[src/sme_pkg.sv]
package sme_pkg;
    // ---------------------------------------------------------------
    // register map (byte addresses, one 32-bit word each)
    // ---------------------------------------------------------------
    localparam logic [7:0] SME_OFF_CTRL = 8'h00;
    localparam logic [7:0] SME_OFF_SPEED = 8'h04;
    localparam logic [7:0] SME_OFF_CMD = 8'h08;
    localparam logic [7:0] SME_OFF_TXDATA = 8'h0C;
    localparam logic [7:0] SME_OFF_RXDATA = 8'h10;
    localparam logic [7:0] SME_OFF_STATUS = 8'h14;
    // ---------------------------------------------------------------
    // field positions
    // ---------------------------------------------------------------
    localparam int SME_CTRL_OPEN_BIT = 0;
    localparam int SME_CTRL_MODE_LSB = 1;
    localparam int SME_CTRL_WSEL_LSB = 3;
    localparam int SME_CMD_CNT_LSB = 0;
    localparam int SME_CMD_OP_LSB = 16;
    localparam int SME_STAT_BUSY_BIT = 0;
    localparam int SME_STAT_DONE_BIT = 1;
    localparam int SME_STAT_OPEN_BIT = 2;
    localparam int SME_STAT_TXLVL_LSB = 8;
    localparam int SME_STAT_RXLVL_LSB = 16;
    // ---------------------------------------------------------------
    // reset values and timing
    // ---------------------------------------------------------------
    localparam logic [31:0] SME_SPEED_RST = 32'h000F4240;
    localparam int unsigned SME_CLK_HZ = 200000000;
    localparam int unsigned SME_SCLK_DIV_MIN = 4;
    localparam int SME_FIFO_DEPTH = 32;
    // ---------------------------------------------------------------
    // enumerations
    // ---------------------------------------------------------------
    typedef enum logic [1:0] {
        SME_OP_SINGLE = 2'h0,
        SME_OP_BULK_WRITE = 2'h1,
        SME_OP_BULK_READ = 2'h2
    } sme_op_t;
    typedef enum logic [1:0] {
        SME_WSEL_8 = 2'h0,
        SME_WSEL_16 = 2'h1,
        SME_WSEL_32 = 2'h2
    } sme_wsel_t;
    typedef enum logic [2:0] {
        SME_ST_IDLE = 3'h1,
        SME_ST_LOAD = 3'h2,
        SME_ST_SHIFT = 3'h4
    } sme_fsm_t;
endpackage

[src/sme_top.sv]
`timescale 1ns/100ps
`default_nettype none

module sme_fifo #(
    parameter int WIDTH = 32,
    parameter int DEPTH = sme_pkg::SME_FIFO_DEPTH
) (
    // clock and reset
    input wire logic clk,
    input wire logic resetn,
    // filling side
    input wire logic inValid,
    output logic inReady,
    input wire logic [WIDTH-1:0] inData,
    // draining side
    output logic outValid,
    input wire logic outReady,
    output logic [WIDTH-1:0] outData,
    output logic [$clog2(DEPTH+1)-1:0] level
);
    localparam int PW = $clog2(DEPTH);
    localparam int CW = $clog2(DEPTH+1);

    if (DEPTH < 2 || (1 << PW) != DEPTH || WIDTH < 1) begin : g_check
        $error("sme_fifo: DEPTH must be a power of two >= 2");
    end

    typedef struct packed {
        logic [DEPTH-1:0][WIDTH-1:0] mem;
        logic [PW-1:0] wr;
        logic [PW-1:0] rd;
        logic [CW-1:0] cnt;
    } sme_fifo_state_t;

    sme_fifo_state_t st_reg;
    sme_fifo_state_t st_next;
    logic push;
    logic pop;

    assign inReady = st_reg.cnt != CW'(DEPTH);
    assign outValid = st_reg.cnt != '0;
    assign outData = st_reg.mem[st_reg.rd];
    assign level = st_reg.cnt;
    assign push = inValid && inReady;
    assign pop = outValid && outReady;

    always_comb begin
        st_next = st_reg;
        if (push) begin
            st_next.mem[st_reg.wr] = inData;
            st_next.wr = st_reg.wr + 1'b1;
        end
        if (pop) begin
            st_next.rd = st_reg.rd + 1'b1;
        end
        if (push && !pop) begin
            st_next.cnt = st_reg.cnt + 1'b1;
        end else if (pop && !push) begin
            st_next.cnt = st_reg.cnt - 1'b1;
        end
    end

    always_ff @(posedge clk or negedge resetn) begin
        if (!resetn) begin
            st_reg <= '0;
        end else begin
            st_reg <= st_next;
        end
    end
endmodule

// Summary of operation
// - always master; serial clock generated internally
// - open: master-in input, master-out driven
// - close: release clock and data pins
// - requested Hz clamped to clock quarter
// - word width 8, 16 or 32
// - most significant bit first both ways
// - mode 0: idle low, sample rising
// - mode 1: idle low, sample falling
// - mode 2: idle high, sample falling
// - mode 3: idle high, sample rising
// - single word full duplex, received word returned
// - bulk write sends count words in order
// - bulk write discards received words
// - bulk read sends zeros, stores received words
module sme_top #(
    parameter int unsigned CLK_HZ = sme_pkg::SME_CLK_HZ,
    parameter int FIFO_DEPTH = sme_pkg::SME_FIFO_DEPTH
) (
    // clock and reset
    input wire logic clk,
    input wire logic resetn,
    // apb slave
    input wire logic psel,
    input wire logic penable,
    input wire logic pwrite,
    input wire logic [7:0] paddr,
    input wire logic [31:0] pwdata,
    output logic [31:0] prdata,
    output logic pready,
    output logic pslverr,
    // spi pins
    output logic sclk,
    output logic sclkOe,
    output logic mosi,
    output logic mosiOe,
    input wire logic misoIn,
    output logic misoOe,
    // status
    output logic busy
);
    import sme_pkg::*;

    localparam logic [31:0] CLK_HZ32 = 32'(CLK_HZ);
    localparam logic [31:0] SPEED_MAX = 32'(CLK_HZ / SME_SCLK_DIV_MIN);
    localparam int LW = $clog2(FIFO_DEPTH+1);

    if (CLK_HZ < SME_SCLK_DIV_MIN || CLK_HZ > 32'h7FFFFFFF || LW > 8) begin : g_check
        $error("sme_top: CLK_HZ or FIFO_DEPTH out of range");
    end

    typedef struct packed {
        sme_fsm_t fsm;
        logic open;
        logic [1:0] mode;
        sme_wsel_t wsel;
        logic [31:0] speed;
        sme_op_t op;
        logic [15:0] remain;
        logic [31:0] acc;
        logic [6:0] edgeCnt;
        logic [31:0] txSh;
        logic [31:0] rxSh;
        logic done;
        logic busy;
        logic sclk;
        logic sclkOe;
        logic mosi;
        logic mosiOe;
        logic misoOe;
        logic misoMeta;
        logic misoSync;
        logic pready;
        logic pslverr;
        logic [31:0] prdata;
    } sme_state_t;

    // ---------------------------------------------------------------
    // helpers
    // ---------------------------------------------------------------
    function automatic logic [6:0] lastEdge(input sme_wsel_t w);
        case (w)
            SME_WSEL_8: lastEdge = 7'h0F;
            SME_WSEL_16: lastEdge = 7'h1F;
            default: lastEdge = 7'h3F;
        endcase
    endfunction

    function automatic logic [31:0] alignWord(input logic [31:0] d, input sme_wsel_t w);
        case (w)
            SME_WSEL_8: alignWord = {d[7:0], 24'h000000};
            SME_WSEL_16: alignWord = {d[15:0], 16'h0000};
            default: alignWord = d;
        endcase
    endfunction

    function automatic logic [31:0] maskWord(input logic [31:0] d, input sme_wsel_t w);
        case (w)
            SME_WSEL_8: maskWord = {24'h000000, d[7:0]};
            SME_WSEL_16: maskWord = {16'h0000, d[15:0]};
            default: maskWord = d;
        endcase
    endfunction

    // ---------------------------------------------------------------
    // buffers
    // ---------------------------------------------------------------
    sme_state_t st_reg;
    sme_state_t st_next;
    logic txPush;
    logic txInReady;
    logic txOutValid;
    logic txPop;
    logic [31:0] txOutData;
    logic [LW-1:0] txLevel;
    logic rxPush;
    logic [31:0] rxPushData;
    logic rxInReady;
    logic rxOutValid;
    logic rxPop;
    logic [31:0] rxOutData;
    logic [LW-1:0] rxLevel;

    sme_fifo #(.WIDTH(32), .DEPTH(FIFO_DEPTH)) u_txFifo (
        .clk(clk),
        .resetn(resetn),
        .inValid(txPush),
        .inReady(txInReady),
        .inData(pwdata),
        .outValid(txOutValid),
        .outReady(txPop),
        .outData(txOutData),
        .level(txLevel)
    );

    sme_fifo #(.WIDTH(32), .DEPTH(FIFO_DEPTH)) u_rxFifo (
        .clk(clk),
        .resetn(resetn),
        .inValid(rxPush),
        .inReady(rxInReady),
        .inData(rxPushData),
        .outValid(rxOutValid),
        .outReady(rxPop),
        .outData(rxOutData),
        .level(rxLevel)
    );

    // ---------------------------------------------------------------
    // next state
    // ---------------------------------------------------------------
    always_comb begin
        logic access;
        logic commit;
        logic [31:0] sum;
        logic tick;
        logic lead;
        logic needTx;
        logic needRx;
        logic [31:0] word;
        logic [31:0] rxNew;
        access = 1'b0;
        commit = 1'b0;
        sum = '0;
        tick = 1'b0;
        lead = 1'b0;
        needTx = 1'b0;
        needRx = 1'b0;
        word = '0;
        rxNew = '0;
        st_next = st_reg;
        txPush = 1'b0;
        txPop = 1'b0;
        rxPush = 1'b0;
        rxPop = 1'b0;
        rxPushData = '0;
        // slow input crosses two flops before use
        st_next.misoMeta = misoIn;
        st_next.misoSync = st_reg.misoMeta;

        // apb: prepare answer in first access cycle, act at the completing edge
        access = psel && penable;
        commit = access && st_reg.pready;
        if (access && !st_reg.pready) begin
            st_next.pready = 1'b1;
            st_next.pslverr = 1'b0;
            st_next.prdata = '0;
            case (paddr)
                SME_OFF_CTRL: begin
                    st_next.prdata[SME_CTRL_OPEN_BIT] = st_reg.open;
                    st_next.prdata[SME_CTRL_MODE_LSB +: 2] = st_reg.mode;
                    st_next.prdata[SME_CTRL_WSEL_LSB +: 2] = st_reg.wsel;
                    if (pwrite && (st_reg.busy || pwdata[SME_CTRL_WSEL_LSB +: 2] == 2'h3)) begin
                        st_next.pslverr = 1'b1;
                    end
                end
                SME_OFF_SPEED: begin
                    st_next.prdata = st_reg.speed;
                    st_next.pslverr = pwrite && st_reg.busy;
                end
                SME_OFF_CMD: begin
                    if (pwrite && (st_reg.busy || !st_reg.open
                        || pwdata[SME_CMD_OP_LSB +: 2] == 2'h3
                        || pwdata[SME_CMD_CNT_LSB +: 16] == 16'h0000)) begin
                        st_next.pslverr = 1'b1;
                    end
                end
                SME_OFF_TXDATA: begin
                    // full buffer stalls the bus rather than losing a word
                    st_next.pready = !pwrite || txInReady;
                end
                SME_OFF_RXDATA: begin
                    st_next.prdata = rxOutValid ? rxOutData : '0;
                    st_next.pslverr = pwrite || !rxOutValid;
                end
                SME_OFF_STATUS: begin
                    st_next.prdata[SME_STAT_BUSY_BIT] = st_reg.busy;
                    st_next.prdata[SME_STAT_DONE_BIT] = st_reg.done;
                    st_next.prdata[SME_STAT_OPEN_BIT] = st_reg.open;
                    st_next.prdata[SME_STAT_TXLVL_LSB +: LW] = txLevel;
                    st_next.prdata[SME_STAT_RXLVL_LSB +: LW] = rxLevel;
                end
                default: begin
                    st_next.pslverr = 1'b1;
                end
            endcase
        end
        if (commit) begin
            // error flag stands only with its ready pulse
            st_next.pready = 1'b0;
            st_next.pslverr = 1'b0;
            if (!st_reg.pslverr) begin
                case (paddr)
                    SME_OFF_CTRL: begin
                        if (pwrite) begin
                            st_next.open = pwdata[SME_CTRL_OPEN_BIT];
                            st_next.mode = pwdata[SME_CTRL_MODE_LSB +: 2];
                            st_next.wsel = sme_wsel_t'(pwdata[SME_CTRL_WSEL_LSB +: 2]);
                            st_next.sclkOe = pwdata[SME_CTRL_OPEN_BIT];
                            st_next.mosiOe = pwdata[SME_CTRL_OPEN_BIT];
                            st_next.sclk = pwdata[SME_CTRL_MODE_LSB + 1];
                            if (!pwdata[SME_CTRL_OPEN_BIT]) begin
                                st_next.mosi = 1'b0;
                            end
                        end
                    end
                    SME_OFF_SPEED: begin
                        if (pwrite) begin
                            st_next.speed = (pwdata > SPEED_MAX) ? SPEED_MAX : pwdata;
                        end
                    end
                    SME_OFF_CMD: begin
                        if (pwrite) begin
                            st_next.op = sme_op_t'(pwdata[SME_CMD_OP_LSB +: 2]);
                            st_next.remain = (pwdata[SME_CMD_OP_LSB +: 2] == SME_OP_SINGLE)
                                ? 16'h0001 : pwdata[SME_CMD_CNT_LSB +: 16];
                            st_next.busy = 1'b1;
                            st_next.fsm = SME_ST_LOAD;
                        end
                    end
                    SME_OFF_TXDATA: begin
                        txPush = pwrite;
                    end
                    SME_OFF_RXDATA: begin
                        rxPop = 1'b1;
                    end
                    SME_OFF_STATUS: begin
                        if (pwrite && pwdata[SME_STAT_DONE_BIT]) begin
                            st_next.done = 1'b0;
                        end
                    end
                    default: begin
                        st_next.pready = 1'b0;
                    end
                endcase
            end
        end

        // ---------------------------------------------------------------
        // shift engine
        // ---------------------------------------------------------------
        // phase accumulator avoids a divider: two edges per requested period
        sum = st_reg.acc + {st_reg.speed[30:0], 1'b0};
        tick = sum >= CLK_HZ32;
        lead = !st_reg.edgeCnt[0];
        needTx = st_reg.op != SME_OP_BULK_READ;
        needRx = st_reg.op != SME_OP_BULK_WRITE;
        case (st_reg.fsm)
            SME_ST_IDLE: begin
                st_next.acc = '0;
            end
            SME_ST_LOAD: begin
                // wait for a word to send and room for the answer
                if ((!needTx || txOutValid) && (!needRx || rxInReady)) begin
                    txPop = needTx;
                    word = needTx ? txOutData : '0;
                    word = alignWord(word, st_reg.wsel);
                    st_next.acc = '0;
                    st_next.edgeCnt = '0;
                    st_next.rxSh = '0;
                    st_next.txSh = word;
                    if (!st_reg.mode[0]) begin
                        st_next.mosi = word[31];
                        st_next.txSh = {word[30:0], 1'b0};
                    end
                    st_next.fsm = SME_ST_SHIFT;
                end
            end
            SME_ST_SHIFT: begin
                st_next.acc = tick ? sum - CLK_HZ32 : sum;
                if (tick) begin
                    st_next.sclk = !st_reg.sclk;
                    st_next.edgeCnt = st_reg.edgeCnt + 7'h01;
                    rxNew = st_reg.rxSh;
                    // leading edge samples when phase is 0, trailing when 1
                    if (lead ^ st_reg.mode[0]) begin
                        rxNew = {st_reg.rxSh[30:0], st_reg.misoSync};
                    end
                    st_next.rxSh = rxNew;
                    if (st_reg.mode[0] ? lead : (!lead && st_reg.edgeCnt != lastEdge(st_reg.wsel))) begin
                        st_next.mosi = st_reg.txSh[31];
                        st_next.txSh = {st_reg.txSh[30:0], 1'b0};
                    end
                    if (st_reg.edgeCnt == lastEdge(st_reg.wsel)) begin
                        rxPush = needRx;
                        rxPushData = maskWord(rxNew, st_reg.wsel);
                        st_next.remain = st_reg.remain - 16'h0001;
                        if (st_reg.remain == 16'h0001) begin
                            st_next.fsm = SME_ST_IDLE;
                            st_next.busy = 1'b0;
                            st_next.done = 1'b1;
                        end else begin
                            st_next.fsm = SME_ST_LOAD;
                        end
                    end
                end
            end
            default: begin
                st_next.fsm = SME_ST_IDLE;
                st_next.busy = 1'b0;
            end
        endcase
    end

    always_ff @(posedge clk or negedge resetn) begin
        if (!resetn) begin
            st_reg <= '0;
            st_reg.fsm <= SME_ST_IDLE;
            st_reg.speed <= SME_SPEED_RST;
            st_reg.op <= SME_OP_SINGLE;
            st_reg.wsel <= SME_WSEL_8;
        end else begin
            st_reg <= st_next;
        end
    end

    // ---------------------------------------------------------------
    // outputs
    // ---------------------------------------------------------------
    // master-in is never driven, so its enable is a constant-low flop
    assign prdata = st_reg.prdata;
    assign pready = st_reg.pready;
    assign pslverr = st_reg.pslverr;
    assign sclk = st_reg.sclk;
    assign sclkOe = st_reg.sclkOe;
    assign mosi = st_reg.mosi;
    assign mosiOe = st_reg.mosiOe;
    assign misoOe = st_reg.misoOe;
    assign busy = st_reg.busy;
endmodule

`default_nettype wire

[config.mk]
export PLATFORM = sky130hd
export DESIGN_NAME = sme_top
export DESIGN_NICKNAME = d
export VERILOG_FILES = /design/src/sme_pkg.sv /design/src/sme_top.sv
export SDC_FILE = /design/constraint.sdc
export NUM_CORES = 2
export LEC_CHECK = 0
export ABC_AREA = 1
export BUFFER_PORTS_ARGS = -buffer_cell sky130_fd_sc_hd__buf_2
export CAP_MARGIN = 10
export CORE_ASPECT_RATIO = 0.75
export CORE_UTILIZATION = 35
export DETAILED_ROUTE_END_ITERATION = 12
export PLACE_DENSITY = 0.59
export SLEW_MARGIN = 10
export SYNTH_ARGS = -nofsm -noshare
export SYNTH_HDL_FRONTEND = slang
export SYNTH_SLANG_ARGS = --single-unit
[constraint.sdc]
create_clock -name clk -period 4 [get_ports clk]
set_input_delay 0.4 -clock clk [delete_from_list [all_inputs] [get_ports clk]]
set_output_delay 0.4 -clock clk [all_outputs]
set_load 0.02 [all_outputs]
-- Word level (Yosys, flattened, before mapping)
Cells that the tools add are included.
- flip-flop bits (word level): 2281
- input port bits: 46
- output and inout port bits: 40
- add/sub/neg operators: 12
- order comparisons: 8
- equal/unequal tests: 21
- muxes and demuxes: 96
- bitwise operators: 2
- reduce and logical (&&, ||, !) cells: 58
- operators with widths (operator ; count):
    1024-bit bitwise mux ; 2
    32-bit two-way mux ; 16
    32-bit binary-select mux with 5-bit select ; 2
    32-bit demux with 5-bit select ; 2
    71-bit one-hot mux with 2 select lines ; 1
    32-bit one-hot mux with 2 select lines ; 2
    58-bit two-way mux ; 2
    103-bit two-way mux ; 1
    32-bit one-hot mux with 3 select lines ; 1
    74-bit two-way mux ; 1
    16-bit two-way mux ; 4
    18-bit two-way mux ; 2
    6-bit two-way mux ; 6
    6-bit one-hot mux with 3 select lines ; 2
    34-bit two-way mux ; 1
    32-bit adder ; 1
    32-bit by 28-bit greater-or-equal comparator with 1-bit output, second input constant ; 1
    32-bit by 26-bit > comparator with 1-bit output, second input constant ; 1
    32-bit by 28-bit subtractor with 32-bit output, second input constant ; 1
    1-bit two-way mux ; 26
    5-bit by 6-bit less-than comparator with 1-bit output, second input constant ; 4
    5-bit by 1-bit adder with 5-bit output, second input constant ; 4
    10-bit one-hot mux with 2 select lines ; 1
    1-bit logical AND ; 19
    other kinds (46) ; 94

-- Depth between registers and ports, before layout
- depth after elaboration: 13
- depth in mapped cells: 33
- gate-level depth less buffers: 32

-- Modules after synthesis
Synthesis repeated with hierarchy kept, for this count alone.
- cells, all modules: 15212
- area, all modules: 116016.3 um^2
- modules (own cells, without submodules) (module ; times used ; cells an instance ; area an instance (um^2)):
    sme_fifo ; 2 ; 6504 ; 50813.7
    sme_top ; 1 ; 2204 ; 14388.8

-- Worst setup path before layout
OpenSTA, ideal clock, no wires.
- path kind: register -> register
- start: register st_reg[115] (netlist bit)
- end: register u_rxFifo.st_reg (netlist bit u_rxFifo.level[5])
- library setup time: 0.123 ns
- arrival time: 4.114 ns
- data required time: 3.877 ns
- path slack: -0.236 ns
- stages on the path, launching flop included: 29
- buffers on the path: 1
- period minus slack after synthesis: 4.236 ns
- cell sequence: dfrtp_1 -> ha_1 -> fa_1 -> nand3_1 -> nand3_1 -> nand2_1 -> nand2_1 -> xnor2_1 -> nand3_1 -> nor2_1 -> nor2_2 -> nand2_1 -> nand2_2 -> nand3_4 -> nand2_4 -> buf_6 -> nand3_1 -> nor2_1 -> ha_1 -> inv_1 -> ha_1 -> a21oi_1 -> inv_1 -> a31oi_1 -> nor2_1 -> o21a_1 -> o21ai_0 -> nand3_1 -> xor2_1
- longest elaborated chain between the ends: 8
- elaborated cells on any way between the ends: 10
- classes of those cells: add/sub: 1; order compare: 1; mux: 3; reduce/logical: 5
- RTL lines (item ; RTL line ; RTL):
    start, declared ; sme_top.sv:179 ; sme_state_t st_reg;
    start signal, assigned ; sme_top.sv:423 ; st_reg <= st_next;
    32-bit adder * ; sme_top.sv:353 ; sum = st_reg.acc + {st_reg.speed[30:0], 1'b0};
    32-bit by 28-bit greater-or-equal comparator with 1-bit output * ; sme_top.sv:354 ; tick = sum >= CLK_HZ32;
    1-bit two-way mux * ; sme_top.sv:381 ; if (tick) begin
    1-bit two-way mux * ; sme_top.sv:358 ; case (st_reg.fsm)
    1-bit logical AND * ; sme_top.sv:44 ; assign push = inValid && inReady;
    via u_rxFifo.push ; sme_top.sv:37 ; logic push;
    1-bit logical NOT ; sme_top.sv:58 ; end else if (pop && !push) begin
    1-bit logical AND ; sme_top.sv:58 ;
    2-bit nonzero test (no source line) ; - ;
    end signal, assigned ; sme_top.sv:67 ; st_reg <= st_next;
    end, declared ; sme_top.sv:35 ; sme_fifo_state_t st_reg;
The timed path passes the listed nets; every way through them passes the cells marked *.
A chain may end at the register's enable or synchronous reset.

-- Final worst setup path
- start: register u_rxFifo.st_reg[6] (netlist bit)
- end: register st_reg (netlist bit prdata[12])
- longest elaborated chain between the ends: 4
- RTL lines (item ; RTL line ; RTL):
    32-bit binary-select mux with 5-bit select ; sme_top.sv:42 ; assign outData = st_reg.mem[st_reg.rd];
    32-bit two-way mux (not written as such) ; sme_top.sv:42 ;
    32-bit two-way mux ; sme_top.sv:283 ; st_next.prdata = rxOutValid ? rxOutData : '0;
    6-bit one-hot mux with 3 select lines ; sme_top.sv:258 ; case (paddr)
No other way between the ends. The select of a mux whose other input is x is not followed.

==> flow_metrics.env <==
export IMPL_status="finished, final reports clean"
export IMPL_antenna_found_initial=23
export IMPL_rrSetupSlack_ns=0.001
export IMPL_overflow=0
export IMPL_grt_pass1_vias=98700
export IMPL_cellLeakagePower_nw=63.2
export IMPL_track_usage_pct=25.9
export IMPL_fin_util_pct=40.9
export IMPL_synthDistinctLibCells=60
export IMPL_yosysTopAreaCell="dfrtp_1"
export IMPL_netlist_area_mm2=0.117
export IMPL_cts_max_level=4
export IMPL_p_total_w=0.0485
export IMPL_clk_pin_slew_ns=0.06
export IMPL_maxCapViolations=0
export IMPL_crit_end="prdata[12]$_DFFE_PN0P_"
export IMPL_ios=86
export IMPL_syn_inst=14900
export IMPL_drv_slew=0
export IMPL_end_kind="flop"
export IMPL_design_area_mm2=0.136
export IMPL_worstPathArrival_ns=4.82
export IMPL_die_area_mm2=0.338
export IMPL_reg2reg_depth=11
export IMPL_cp_max_fo=70
export IMPL_drtAntennaViolNets=0
export IMPL_die_y_um=504
export IMPL_layout_setup_ws_ns=0.00133
export IMPL_crit_type="reg -> reg"
export IMPL_final_nets=14900
export IMPL_grt_max_degree=143
export IMPL_tightest_slew_ns=1.27
export IMPL_vias=107000
export IMPL_portBuffers=84
export IMPL_p_per_area_mw_per_mm2=357
export IMPL_cts_tree="built"
export IMPL_finalWeightedCongestion=0.928
export IMPL_rsz0062_at_grt="true"
export IMPL_initial_utilization_pct=35.3
export IMPL_die_w_um=671
export IMPL_clock_sink_count=2280
export IMPL_drt_initial_drc_count=14000
export IMPL_maxSlewHeadroom_pct=14.5
export IMPL_critical_path_reg2reg_startpoint="u_rxFifo.st_reg[6]$_DFFE_PN0P_"
export IMPL_yosysWarningCount=0
export IMPL_crit_start="u_rxFifo.st_reg[6]$_DFFE_PN0P_"
export IMPL_routedWlPerCell_um=23.1
export IMPL_drive_above_1_share_pct=10.4
export IMPL_min_period_ns=4.00
export IMPL_min_delay_start="pwdata[19]"
export IMPL_fin_crit_sh_pct=100
export IMPL_drc_errors=0
export IMPL_peakVddDrop_mv=0.381
export IMPL_startpoint_type="flop"
export IMPL_rows=183
export IMPL_pre_cts_ws_ns=-0.325
export IMPL_clk_path_buf_depth=4
export IMPL_syn_mean_instance_area_um2=7.87
export IMPL_synth_net_count=15000
export IMPL_via_per_inst=5.50
export IMPL_ys_seq_area_share_pct=48.6
export IMPL_firstDrtPassIters=7
export IMPL_synth_seq_cells=2280
export IMPL_synth_edf_count=0
export IMPL_clock_fmax_ghz=0.250
export IMPL_worstReg2RegEnd="prdata[12]$_DFFE_PN0P_"
export IMPL_async_flop_share_pct=100
export IMPL_worstHoldPathType="in -> reg"
export IMPL_hold_viol=0
export IMPL_grt_pass1_wl_mm=668
export IMPL_core_mm2=0.332
export IMPL_worstPathRequired_ns=4.82
export IMPL_placed_area_mm2=0.127
export IMPL_wl_mm=448
export IMPL_cts_buffers_inserted=247
export IMPL_synth_top_area_share_pct=48.4
export IMPL_area_growth_pct=15.8
export IMPL_clock_root_buffer="clkbuf_16"
export IMPL_ys_flop_type="dfrtp_1"
export IMPL_setup_viol=0
export IMPL_synthTopCellsByArea="dfrtp_1 (48%), nand2_1 (9.9%), o21ai_0 (9.3%)"
export IMPL_dp_hpwl_mm=280
export IMPL_finalClockSkew_ns=0.104
export IMPL_clk_latency_ns=0.95
export IMPL_whs_ns=0.0439
placed cells by master, fill, tap and decap left out, types with 28 or more instances in the layout:
master        n
nor2_2       41
nand2_4      33
o221ai_1     99
o211ai_1     48
clkbuf_16   249
ha_1         35
nand2_2      28
inv_1      1314
a21oi_1     513
o22ai_1     258
clkbuf_8     63
buf_4       610
xor2_1       30
o21bai_1   1026
buf_2        83
buf_12      219
clkinv_2     49
o21ai_0    2171
dfrtp_1    2265
nor2_4       49
clkbuf_1     55
nand3_1    1429
nor3_1       47
nand4_1     127
nand2_1    3035
nor2_1      783
final cells by class:
type | instances | area, um2
Antenna cell | 9 | 22.5
Clock buffer | 367 | 7300
Clock inverter | 70 | 739
Fill cell | 33600 | 197000
Inverter | 1355 | 5120
Multi-Input combinational cell | 9933 | 50500
Sequential cell | 2280 | 57100
Tap cell | 4440 | 5560
Timing Repair Buffer | 931 | 9570
cells in the mapped netlist (62+ instances only):
| master | number |
|---|---|
| buf_1 | 62 |
| nor2_1 | 856 |
| o22ai_1 | 258 |
| nand3_1 | 1443 |
| o21bai_1 | 1026 |
| clkbuf_1 | 916 |
| o221ai_1 | 99 |
| nand4_1 | 127 |
| a21oi_1 | 525 |
| buf_2 | 269 |
| o21ai_0 | 2173 |
| nand2_1 | 3091 |
| inv_1 | 1324 |
| dfrtp_1 | 2272 |
power by group:
group          switching, W  internal (W)
logic               0.00156      0.000417
clock network        0.0100        0.0134
registers         0.0000698        0.0231
per-stage QoR:
step | instances | TNS [ns]
6_report | 19400 | 0
5_1_grt | 19400 | -55.22
4_1_cts | 19400 | -0.114
3_5_place_dp | 18900 | -231.46
3_3_place_gp | 18900 | -158.17
2_1_floorplan | 14900 | 0
cells by family (layout without fill, tap and decap cells):
| group | count (synthesis) | count (layout) | share of synthesized area, % |
|---|---|---|---|
| simple gates | 5616 | 5616 | 20.0 |
| compound gates | 4211 | 4211 | 21.0 |
| buf+inv | 2698 | 2723 | 9.36 |
| flops | 2280 | 2280 | 48.6 |
| fa+ha+maj | 57 | 57 | 0.627 |
| xor+xnor | 48 | 48 | 0.374 |
| other cells | 1 | 10 | 0.00319 |
worst min-delay path by stage:
stage / slack [ns] / depth (start not counted) / endpoint
after CTS: 0.002 / 4 / u_txFifo.st_reg[771]$_DFFE_PN0P_
after global routing: 0.04 / 4 / u_txFifo.st_reg[709]$_DFFE_PN0P_
after detailed placement: 0.26 / 1 / u_rxFifo.st_reg[57]$_DFFE_PN0P_
after floorplan: 0.10 / 0 / busy$_DFF_PN0_
final: 0.04 / 4 / u_txFifo.st_reg[771]$_DFFE_PN0P_
after global placement: 0.26 / 1 / u_rxFifo.st_reg[57]$_DFFE_PN0P_
critical path: stages (launching register included):
cell      delay, ns
dfrtp_4        0.66
inv_8          0.43
a21oi_1        0.12
o21ai_0        0.09
nand3_1        0.20
nand3_1        0.34
nand2_1        0.25
o311ai_0       0.60
buf_4          0.27
o211ai_1       0.33
nand2_1        0.38
nand2_1        0.09
per-layer routing:
layer  share of wire, %  vias to the layer above  track usage (%)  wire length (um)
met5             0.0076                        -                0                34
met4                3.5                        6             8.46             15500
met3                 11                      644             6.26             47600
met2                 40                     4900             36.3            181000
met1                 46                    52000             38.8            204000
li1                   -                    48900                -                 -
timing repair:
item,in CTS,in global routing
setup endpoints to repair,1081,1077
hold endpoints to repair,755,0
pin swaps,9,20
buffers inserted,1,3
resized for setup,34,63
hold buffers,18,0
Note: power is estimated with default switching activity, not from simulation.
